<file path="config.mk">
export PLATFORM = sky130hd
export DESIGN_NAME = snl_link
export DESIGN_NICKNAME = d
export VERILOG_FILES = /design/src/design/snl_pkg.sv /design/src/design/snl_link.sv
export SDC_FILE = /design/constraint.sdc
export NUM_CORES = 2
export LEC_CHECK = 0
export ABC_CLOCK_PERIOD_IN_PS = 98000
export BUFFER_PORTS_ARGS = -buffer_cell sky130_fd_sc_hd__buf_2
export CELL_PAD_IN_SITES_DETAIL_PLACEMENT = 0
export CELL_PAD_IN_SITES_GLOBAL_PLACEMENT = 1
export CORE_ASPECT_RATIO = 0.7
export CORE_UTILIZATION = 50
export DETAILED_ROUTE_END_ITERATION = 6
export PLACE_DENSITY = 0.93
export SETUP_SLACK_MARGIN = 0.02
export SLEW_MARGIN = 20
export SYNTH_ARGS = -nofsm -noshare
export SYNTH_HDL_FRONTEND = slang
export SYNTH_SLANG_ARGS = --single-unit
</file>
<file path="constraint.sdc">
create_clock -name mclk -period 98 [get_ports mclk]
set_clock_uncertainty 0.1 [all_clocks]
set_input_delay 14.7 -clock mclk [delete_from_list [all_inputs] [get_ports mclk]]
set_output_delay 14.7 -clock mclk [all_outputs]
set_load 0.02 [all_outputs]
</file>
<file path="src/design/snl_pkg.sv">
package snl_pkg;

  // register index on the plain port
  localparam logic [2:0] REG_CTL = 3'h0;
  localparam logic [2:0] REG_TICK = 3'h1;
  localparam logic [2:0] REG_FRAME = 3'h2;
  localparam logic [2:0] REG_STAT = 3'h3;
  localparam logic [2:0] REG_SYNC = 3'h4;
  localparam logic [2:0] REG_DATH = 3'h5;
  localparam logic [2:0] REG_DATL = 3'h6;
  localparam logic [2:0] REG_INFO = 3'h7;

  // control fields, status flags
  localparam int CTL_EN = 15;
  localparam int CTL_RX = 11;
  localparam int CTL_TRG = 10;
  localparam int CTL_POL = 9;
  localparam int CTL_CRC = 8;
  localparam int CTL_PSE = 7;
  localparam int CTL_NIB = 0;
  localparam logic [15:0] CTL_WMASK = 16'h8F87;
  localparam int ST_TRG = 0;
  localparam int ST_DONE = 1;
  localparam int ST_CRC = 2;
  localparam int ST_FERR = 3;
  localparam logic [15:0] REG_RST = 16'h0000;

  // interval lengths in ticks, frame cap, nibble count range, crc seed and polynomial
  localparam logic [9:0] SYNC_TICKS = 10'h038;
  localparam logic [9:0] NIB_BASE = 10'h00C;
  localparam logic [9:0] NIB_MAX = 10'h01B;
  localparam logic [9:0] PAUSE_MIN = 10'h00C;
  localparam logic [9:0] PAUSE_MAX = 10'h300;
  localparam logic [9:0] LOW_TICKS = 10'h004;
  localparam logic [15:0] FRAME_CAP = 16'h07FF;
  localparam logic [2:0] NIBS_MIN = 3'h3;
  localparam logic [2:0] NIBS_MAX = 3'h6;
  localparam logic [3:0] CRC_SEED = 4'h5;
  localparam logic [4:0] CRC_POLY = 5'h1D;

  typedef enum logic [1:0] {TX_IDLE, TX_RUN, TX_TAIL} snl_tx_st_t;
  typedef enum logic [1:0] {RX_HUNT, RX_NIB, RX_PAUSE} snl_rx_st_t;

  // multiply a crc remainder by x^4 modulo the crc polynomial
  function automatic logic [3:0] snl_mulx4(input logic [3:0] c);
    logic [4:0] r;
    r = {1'b0, c};
    for (int i = 0; i < 4; i++) begin
      r = {r[3:0], 1'b0};
      if (r[4]) begin
        r = r ^ CRC_POLY;
      end
    end
    return r[3:0];
  endfunction

  // crc over the first n data nibbles, augmented with a zero nibble
  function automatic logic [3:0] snl_crc(input logic [23:0] d, input logic [2:0] n);
    logic [3:0] c;
    c = CRC_SEED;
    for (int i = 0; i < 6; i++) begin
      if (i < int'(n)) begin
        c = snl_mulx4(c) ^ d[23 - 4 * i -: 4];
      end
    end
    return snl_mulx4(c);
  endfunction

  // clamp the nibble count field to the served range
  function automatic logic [2:0] snl_nibs(input logic [2:0] f);
    return (f < NIBS_MIN) ? NIBS_MIN : (f > NIBS_MAX) ? NIBS_MAX : f;
  endfunction

  // interval in clocks to rounded ticks, scaled by a 56 tick sync
  function automatic logic [9:0] snl_ticks(input logic [15:0] m, input logic [15:0] s);
    logic [23:0] num;
    logic [23:0] q;
    num = 24'(m) * 24'h000070 + 24'(s);
    q = (s == 16'h0000) ? 24'hFFFFFF : num / {7'h00, s, 1'b0};
    return (q > 24'h0003FF) ? 10'h3FF : q[9:0];
  endfunction

endpackage

</file>
<file path="src/design/snl_link.sv">
// Added by the designer: the address-and-strobe port and the address map.
`timescale 1ns/1ps
module snl_link
  import snl_pkg::*;
#(
  parameter int RX_CNT_W = 16
) (
  input wire logic mclk,
  input wire logic rstn,
  input wire logic ce,
  input wire logic [2:0] bus_addr,
  input wire logic [15:0] bus_wdata,
  input wire logic bus_we,
  input wire logic bus_re,
  output logic [15:0] bus_rdata,
  input wire logic sent_rx_in,
  output logic sent_tx_out,
  output logic frame_done
);

  // the tick decoder is built for a 16 bit interval count
  if (RX_CNT_W != 16) begin : g_bad_w
    $error("RX_CNT_W must be 16");
  end

  logic [15:0] ctl_q, ctl_d, tmx_q, tmx_d, fms_q, fms_d;
  logic [15:0] sync_q, sync_d, dh_q, dh_d, dl_q, dl_d;
  logic [15:0] rdata_q, rdata_d;
  logic [3:0] stat_q, stat_d;
  logic done_q, done_d, line_q, line_d;
  snl_tx_st_t txs_q, txs_d;
  logic [15:0] tdiv_q, tdiv_d;
  logic [9:0] tpos_q, tpos_d, tlen_q, tlen_d;
  logic [3:0] tseq_q, tseq_d;
  logic [11:0] tused_q, tused_d;
  logic [31:0] tbuf_q, tbuf_d;
  snl_rx_st_t rxs_q, rxs_d;
  logic rprev_q, rprev_d;
  logic [RX_CNT_W-1:0] rcnt_q, rcnt_d;
  logic [3:0] rseq_q, rseq_d;
  logic [31:0] rbuf_q, rbuf_d;

  logic en, rxm, trg, pol, crce, pse, tick, tx_go;
  logic fall, in_sync, nib_ok, rx_last;
  logic [2:0] nn;
  logic [3:0] seq_crc, seq_pse, rnib, rx_crc;
  logic [9:0] rx_ticks, pse_len;
  logic [15:0] flen;
  logic [16:0] rem;
  logic [11:0] used_nx;

  // control decode
  assign en = ctl_q[CTL_EN];
  assign rxm = ctl_q[CTL_RX];
  assign trg = ctl_q[CTL_TRG];
  assign pol = ctl_q[CTL_POL];
  assign crce = ctl_q[CTL_CRC];
  assign pse = ctl_q[CTL_PSE];
  assign nn = snl_nibs(ctl_q[CTL_NIB +: 3]);
  assign seq_crc = {1'b0, nn} + 4'h2;
  assign seq_pse = seq_crc + 4'h1;

  // one tick every divider plus one clocks
  assign tick = (tdiv_q == tmx_q);
  assign tx_go = !trg || stat_q[ST_TRG];

  // pause fills the frame in continuous mode (12 ticks when triggered), but never below 12 or above 768 ticks
  assign flen = (fms_q > FRAME_CAP) ? 16'h0000 : fms_q;
  assign used_nx = tused_q + {2'h0, tlen_q};
  assign rem = {1'b0, flen} - {5'h00, used_nx};
  assign pse_len = trg ? PAUSE_MIN :
                   (rem[16] || rem < {7'h00, PAUSE_MIN}) ? PAUSE_MIN :
                   (rem > {7'h00, PAUSE_MAX}) ? PAUSE_MAX : rem[9:0];

  // receive side measurement between falling edges
  assign fall = rprev_q && !sent_rx_in;
  assign in_sync = (rcnt_q >= fms_q) && (rcnt_q <= tmx_q);
  assign rx_ticks = snl_ticks(rcnt_q, sync_q);
  assign nib_ok = (rx_ticks >= NIB_BASE) && (rx_ticks <= NIB_MAX);
  assign rnib = 4'(rx_ticks - NIB_BASE);
  assign rx_last = (rseq_q == {1'b0, nn} + 4'h1);
  assign rx_crc = snl_crc(rbuf_q[27:4], nn);

  // next state for registers, transmitter and receiver
  always_comb begin
    logic start;
    logic tx_done;
    logic rx_done;
    logic crc_bad;
    logic ferr;
    logic [3:0] nsq;
    logic [2:0] k;
    start = 1'b0;
    tx_done = 1'b0;
    rx_done = 1'b0;
    crc_bad = 1'b0;
    ferr = 1'b0;
    nsq = 4'h0;
    k = 3'h0;
    ctl_d = ctl_q;
    tmx_d = tmx_q;
    fms_d = fms_q;
    sync_d = sync_q;
    dh_d = dh_q;
    dl_d = dl_q;
    rdata_d = rdata_q;
    stat_d = stat_q;
    done_d = done_q;
    line_d = line_q;
    txs_d = txs_q;
    tdiv_d = tdiv_q;
    tpos_d = tpos_q;
    tlen_d = tlen_q;
    tseq_d = tseq_q;
    tused_d = tused_q;
    tbuf_d = tbuf_q;
    rxs_d = rxs_q;
    rprev_d = rprev_q;
    rcnt_d = rcnt_q;
    rseq_d = rseq_q;
    rbuf_d = rbuf_q;
    if (ce) begin
      rdata_d = 16'h0000;
      done_d = 1'b0;
      tdiv_d = tick ? 16'h0000 : tdiv_q + 16'h0001;
      // transmitter sequencing, one interval per nibble
      if (!en || rxm) begin
        txs_d = TX_IDLE;
      end else begin
        case (txs_q)
          TX_IDLE: begin
            start = tx_go;
          end
          TX_RUN: begin
            if (tick && (tpos_q + 10'h001 < tlen_q)) begin
              tpos_d = tpos_q + 10'h001;
            end else if (tick) begin
              tpos_d = 10'h000;
              tused_d = used_nx;
              nsq = tseq_q + 4'h1;
              if (tseq_q == seq_crc) begin
                tx_done = 1'b1;
              end
              if ((pse && tseq_q == seq_pse) || (!pse && tseq_q == seq_crc)) begin
                // back to back frames share the closing edge
                if (trg) begin
                  txs_d = TX_TAIL;
                end else begin
                  start = 1'b1;
                end
              end else begin
                tseq_d = nsq;
                k = (nsq == seq_crc) ? 3'h7 : 3'(nsq - 4'h1);
                tlen_d = (nsq == seq_pse) ? pse_len :
                         NIB_BASE + {6'h00, tbuf_q[31 - 4 * k -: 4]};
              end
            end
          end
          TX_TAIL: begin
            // closing edge so the last interval is delimited
            if (tick && (tpos_q + 10'h001 < LOW_TICKS)) begin
              tpos_d = tpos_q + 10'h001;
            end else if (tick) begin
              txs_d = TX_IDLE;
            end
          end
          default: begin
            txs_d = TX_IDLE;
          end
        endcase
      end
      // frame start: latch one whole frame so software may rewrite data
      if (start) begin
        txs_d = TX_RUN;
        tseq_d = 4'h0;
        tlen_d = SYNC_TICKS;
        tpos_d = 10'h000;
        tused_d = 12'h000;
        tdiv_d = 16'h0000;
        tbuf_d = {dh_q, dl_q[15:4],
                  crce ? snl_crc({dh_q[11:0], dl_q[15:4]}, nn) : dl_q[3:0]};
        stat_d[ST_TRG] = 1'b0;
      end
      // register reads, answered in the next cycle
      if (bus_re) begin
        case (bus_addr)
          REG_CTL: rdata_d = ctl_q;
          REG_TICK: rdata_d = tmx_q;
          REG_FRAME: rdata_d = fms_q;
          REG_STAT: rdata_d = {12'h000, stat_q};
          REG_SYNC: rdata_d = sync_q;
          REG_DATH: rdata_d = dh_q;
          REG_DATL: rdata_d = dl_q;
          REG_INFO: rdata_d = {txs_q, rxs_q, 4'h0, tseq_q, rseq_q};
          default: rdata_d = 16'h0000;
        endcase
      end
      // register writes; trigger set beats the hardware clear above
      if (bus_we) begin
        case (bus_addr)
          REG_CTL: ctl_d = bus_wdata & CTL_WMASK;
          REG_TICK: tmx_d = bus_wdata;
          REG_FRAME: fms_d = bus_wdata;
          REG_STAT: begin
            stat_d[ST_TRG] = stat_d[ST_TRG] | bus_wdata[ST_TRG];
            stat_d[ST_DONE +: 3] = stat_q[ST_DONE +: 3] & ~bus_wdata[ST_DONE +: 3];
          end
          REG_DATH: dh_d = bus_wdata;
          REG_DATL: dl_d = bus_wdata;
          default: begin
          end
        endcase
      end
      // receiver: interval count saturates so long gaps fail decode
      rprev_d = sent_rx_in;
      rcnt_d = fall ? 16'h0001 : (&rcnt_q) ? rcnt_q : rcnt_q + 16'h0001;
      if (!en || !rxm) begin
        rxs_d = RX_HUNT;
      end else if (fall) begin
        case (rxs_q)
          RX_HUNT: begin
            if (in_sync) begin
              sync_d = rcnt_q;
              rxs_d = RX_NIB;
              rseq_d = 4'h0;
              rbuf_d = 32'h00000000;
            end
          end
          RX_NIB: begin
            if (!nib_ok) begin
              ferr = 1'b1;
              rxs_d = RX_HUNT;
            end else if (rx_last) begin
              // whole frame lands at once, after the crc nibble
              dh_d = rbuf_q[31:16];
              dl_d = {rbuf_q[15:4], rnib};
              rx_done = 1'b1;
              crc_bad = crce && (rx_crc != rnib);
              rxs_d = pse ? RX_PAUSE : RX_HUNT;
            end else begin
              rbuf_d[31 - 4 * rseq_q -: 4] = rnib;
              rseq_d = rseq_q + 4'h1;
            end
          end
          RX_PAUSE: begin
            if (rx_ticks < PAUSE_MIN || rx_ticks > PAUSE_MAX) begin
              ferr = 1'b1;
            end
            rxs_d = RX_HUNT;
          end
          default: begin
            rxs_d = RX_HUNT;
          end
        endcase
      end
      // sticky flags: a hardware set beats a software clear
      if (tx_done || rx_done) begin
        stat_d[ST_DONE] = 1'b1;
        done_d = 1'b1;
      end
      if (crc_bad) begin
        stat_d[ST_CRC] = 1'b1;
      end
      if (ferr) begin
        stat_d[ST_FERR] = 1'b1;
      end
      // line low for the first ticks of each interval, xor polarity
      line_d = (txs_d == TX_IDLE) ? ~pol : (tpos_d < LOW_TICKS) ? pol : ~pol;
    end
  end

  // state registers
  always_ff @(posedge mclk) begin
    if (!rstn) begin
      ctl_q <= REG_RST;
      tmx_q <= REG_RST;
      fms_q <= REG_RST;
      sync_q <= REG_RST;
      dh_q <= REG_RST;
      dl_q <= REG_RST;
      rdata_q <= REG_RST;
      stat_q <= 4'h0;
      done_q <= 1'b0;
      line_q <= 1'b1;
      txs_q <= TX_IDLE;
      tdiv_q <= 16'h0000;
      tpos_q <= 10'h000;
      tlen_q <= 10'h000;
      tseq_q <= 4'h0;
      tused_q <= 12'h000;
      tbuf_q <= 32'h00000000;
      rxs_q <= RX_HUNT;
      rprev_q <= 1'b0;
      rcnt_q <= 16'h0000;
      rseq_q <= 4'h0;
      rbuf_q <= 32'h00000000;
    end else begin
      ctl_q <= ctl_d;
      tmx_q <= tmx_d;
      fms_q <= fms_d;
      sync_q <= sync_d;
      dh_q <= dh_d;
      dl_q <= dl_d;
      rdata_q <= rdata_d;
      stat_q <= stat_d;
      done_q <= done_d;
      line_q <= line_d;
      txs_q <= txs_d;
      tdiv_q <= tdiv_d;
      tpos_q <= tpos_d;
      tlen_q <= tlen_d;
      tseq_q <= tseq_d;
      tused_q <= tused_d;
      tbuf_q <= tbuf_d;
      rxs_q <= rxs_d;
      rprev_q <= rprev_d;
      rcnt_q <= rcnt_d;
      rseq_q <= rseq_d;
      rbuf_q <= rbuf_d;
    end
  end

  assign bus_rdata = rdata_q;
  assign sent_tx_out = line_q;
  assign frame_done = done_q;
endmodule

</file>
==> results.yml <==
floorplanning:
  core_region_area_um2: 58900
  floorplan.die_area_um2: 61200
  initial_util_pct: 51.1
  io_pins: 43
  rows: 74
  fp.dieH_um: 207
  fp.dieW_um: 295
setup_path:
  critPathCapture: "dl_q[10]"
  cp-startpoint: "rcnt_q[2]"
  r2r_start: "rcnt_q[2]"
  r2r_cells: 238
  cp_slowest_stage_delay_ps: 850
  worst_setup_path_end_kind: "register"
  worstPathArrival_ps: 62470
  criticalPathCategory: "reg -> reg"
  worstPathMaxFanout: 32
  crit-reg2reg-capture: "dl_q[10]"
  critPathLaunchType: "register"
  critical-path-slowest-cell: "sky130_fd_sc_hd__and3_1"
  r2r_slack_ps: 35920
  cp_data_required_time_ps: 98390
  crit_path_frequent_cell: "sky130_fd_sc_hd__o21a_1"
clock_network:
  cts_hold_buffers: 0
  clock_tree.root_cell: "sky130_fd_sc_hd__clkbuf_16"
  cts_htree_levels: 1
  insertion_delay_ps: 550
  clock_tree_from_tritoncts: "yes"
  postCtsSetupRepairBufs: 0
  path_clk_slew_ps: 60
  cts_buffers: 25
  cts.repair.resized: 0
  clock_tree.buffer_depth: 3
  sinks_on_clock_net: 248
timing:
  post_route_fraction_of_the_period_consumed_by_the_critical_path_pct: 63.3
  rsz_0062_raised_after_global_routing: "false"
  clock.fmax_mhz: 16.1
  tightestPinTransition_ps: 1050
  finalSetupViolations: 0
  finalSetupTns_ps: 0
  layout_min_cycle_time_ps: 62080
  maxSlewHeadroom_pct: 29.7
  pins_over_slew_limit: 0
  timing_hold_violations_final: 0
layout:
  layout.area.seq_um2: 4960
  multi_input_comb_area_um2: 23900
  filler_cell_count: 5710
  area_delta_synth_final_pct: 6.06
  mostFrequentLayoutCells: "sky130_fd_sc_hd__nand2_1 (444), sky130_fd_sc_hd__nor2_1 (394), sky130_fd_sc_hd__ha_1 (375)"
  ratio_of_cells_with_drive_above_1_in_the_final_layout_pct: 6.90
  final_common_cell: "sky130_fd_sc_hd__nand2_1"
  nets: 4359
  antenna-diode-count: 0
drt:
  drc: 0
  routed-via-count: 29750
  drtIter0Drc: 3785
  route.antenna.remaining_nets: 0
  drt_first_pass_iters: 7
  wl_mm: 100
  post_drt_via_cell_ratio: 6.26
  wire_per_inst_um: 21.0
logic_synthesis:
  syn-instance-count: 3974
  ys_async_sr_fraction_pct: 0
  ys_types: 100
  ys_ff_latch: 248
  synth_largest_type_area_fraction_pct: 16.5
  synth.largest_area_cell: "sky130_fd_sc_hd__dfxtp_1"
  synthesis.area_um2: 30100
  avgSynthCellArea_um2: 7.57
  synthFlopType: "sky130_fd_sc_hd__dfxtp_1"
  seq_area_frac_synth_pct: 16.5
  synth_fp_nets: 4393
  synthTopCellsByArea: "sky130_fd_sc_hd__dfxtp_1 (17%), sky130_fd_sc_hd__ha_1 (16%), sky130_fd_sc_hd__xnor2_1 (5.9%), sky130_fd_sc_hd__nand2_1 (5.5%), sky130_fd_sc_hd__a21oi_1 (5.4%)"
  yosysWarningCount: 0
  synth_enable_flop_cells: 0
global_route:
  wire_length_of_the_first_global_routing_pass_mm: 155
  combined_global_route_utilization_of_all_metal_layers_pct: 31.8
  grt_start_max_net_pins: 72
  first_global_vias: 26567
  number_of_antenna_violations_at_the_first_check_in_global_routing: 2
  leftover_overflow_at_the_end_of_global_routing: 0
placed_design:
  hpwl_mm: 77.2
  place.gp.congestion: 0.995
  numPortBuffers: 42
run:
  max-cap-violations: 0
worst_hold_path:
  hold_class: "reg -> reg"
outcome:
  outcome: "finished clean"
==> metal layers <==
metal	up-vias	GRT usage (%)	wire, um
li1	14278	-	-
met1	13867	49.8	47500
met2	1445	43.3	38400
met3	160	6.55	11700
met4	0	6.97	2360
met5	-	0	0
==> critical path, delay by kind of cell (launching register included) <==
family | cells | cell delay, ps
and+or+nand+nor | 50 | 13560
xor gates and xnor gates | 1 | 190
muxes | 13 | 4760
AOI/OAI and AO/OA | 139 | 32530
DFF | 1 | 520
adders and majority gates | 26 | 8750
buffers and inverters | 9 | 1500
==> final cells by class <==
class,count,area share [%]
clock buffers,37,2.23
clock inverters,7,0.435
repair buffers,86,1.69
flip-flops and latches,248,15.6
multi-input cells,3408,74.9
inverters,171,2.02
well taps,798,3.13
==> worst min-delay path by stage <==
stage | from | slack [ps] | cells after the start | to
5_1_grt | tbuf_q[16] | 370 | 2 | tbuf_q[16]
3_3_place_gp | tbuf_q[10] | 340 | 2 | tbuf_q[10]
4_1_cts | tbuf_q[10] | 350 | 2 | tbuf_q[10]
2_1_floorplan | tbuf_q[1] | 330 | 2 | tbuf_q[1]
6_report | tbuf_q[10] | 350 | 2 | tbuf_q[10]
3_5_place_dp | tbuf_q[10] | 340 | 2 | tbuf_q[10]
==> synthesized netlist by cell type (all sizes together), types with 9 or more instances <==
library cell and count:
a22o 9, nand4 33, a22oi 24, nor2 399, nor3 145, a211oi 47
nand3b 9, o21bai 21, o22ai 12, ha 375, nor4 33, nor3b 10
o211ai 38, dfxtp 248, fa 19, a21oi 327, o21a 89, or2 16
mux2i 97, and2 30, nor2b 51, and4 10, o2111ai 9, a21boi 46
o211a 39, a31oi 28, o21ai 169, nand2 446, xnor2 201, o31ai 48
buf 35, a21o 90, o2bb2ai 12, and3 28, xor2 130, nand2b 45
nand3 97, inv 171, clkbuf 112, mux2 74, or3 40
==> state kept, by name, indices dropped and copies added (netlist names), 9 cells and up <==
name and count:
tbuf_q 32, rbuf_q 28, tlen_q 10, ctl_q 9
sync_q 16, tpos_q 10, dh_q 16, fms_q 16
tused_q 12, tmx_q 16, rcnt_q 16, tdiv_q 16
dl_q 16, bus_rdata 16
==> logic make-up (layout without fill, tap and decap cells) <==
group	Yosys count	in the layout	synth area share, %
other	1	1	0.0125
flip-flops	248	248	16.5
multiplexers	179	179	6.61
AO/OA/AOI/OAI	1090	1090	24.1
AND/OR/NAND/NOR	1413	1413	22.1
XOR/XNOR	331	331	9.64
buffers and inverters	318	301	4.13
adder cells (fa/ha/maj)	394	394	16.9
==> through the flow <==
| stage | hold WS, ps | instances | setup WS (ps) | util (%) | area (um^2) |
|---|---|---|---|---|---|
| floorplan | 331 | 3974 | 43670 | - | 30100 |
| global placement | 342 | 4711 | 38720 | 52.7 | 31000 |
| detailed placement | 345 | 4711 | 37580 | 52.7 | 31000 |
| CTS | 353 | 4755 | 37240 | 54.2 | 31900 |
| global route | 367 | 4755 | 31080 | 54.2 | 31900 |
| finish | 353 | 4755 | 35920 | 54.2 | 31900 |
Power is not shown: default switching activity piles up to over one toggle a cycle in this logic, so the estimate is an artifact.
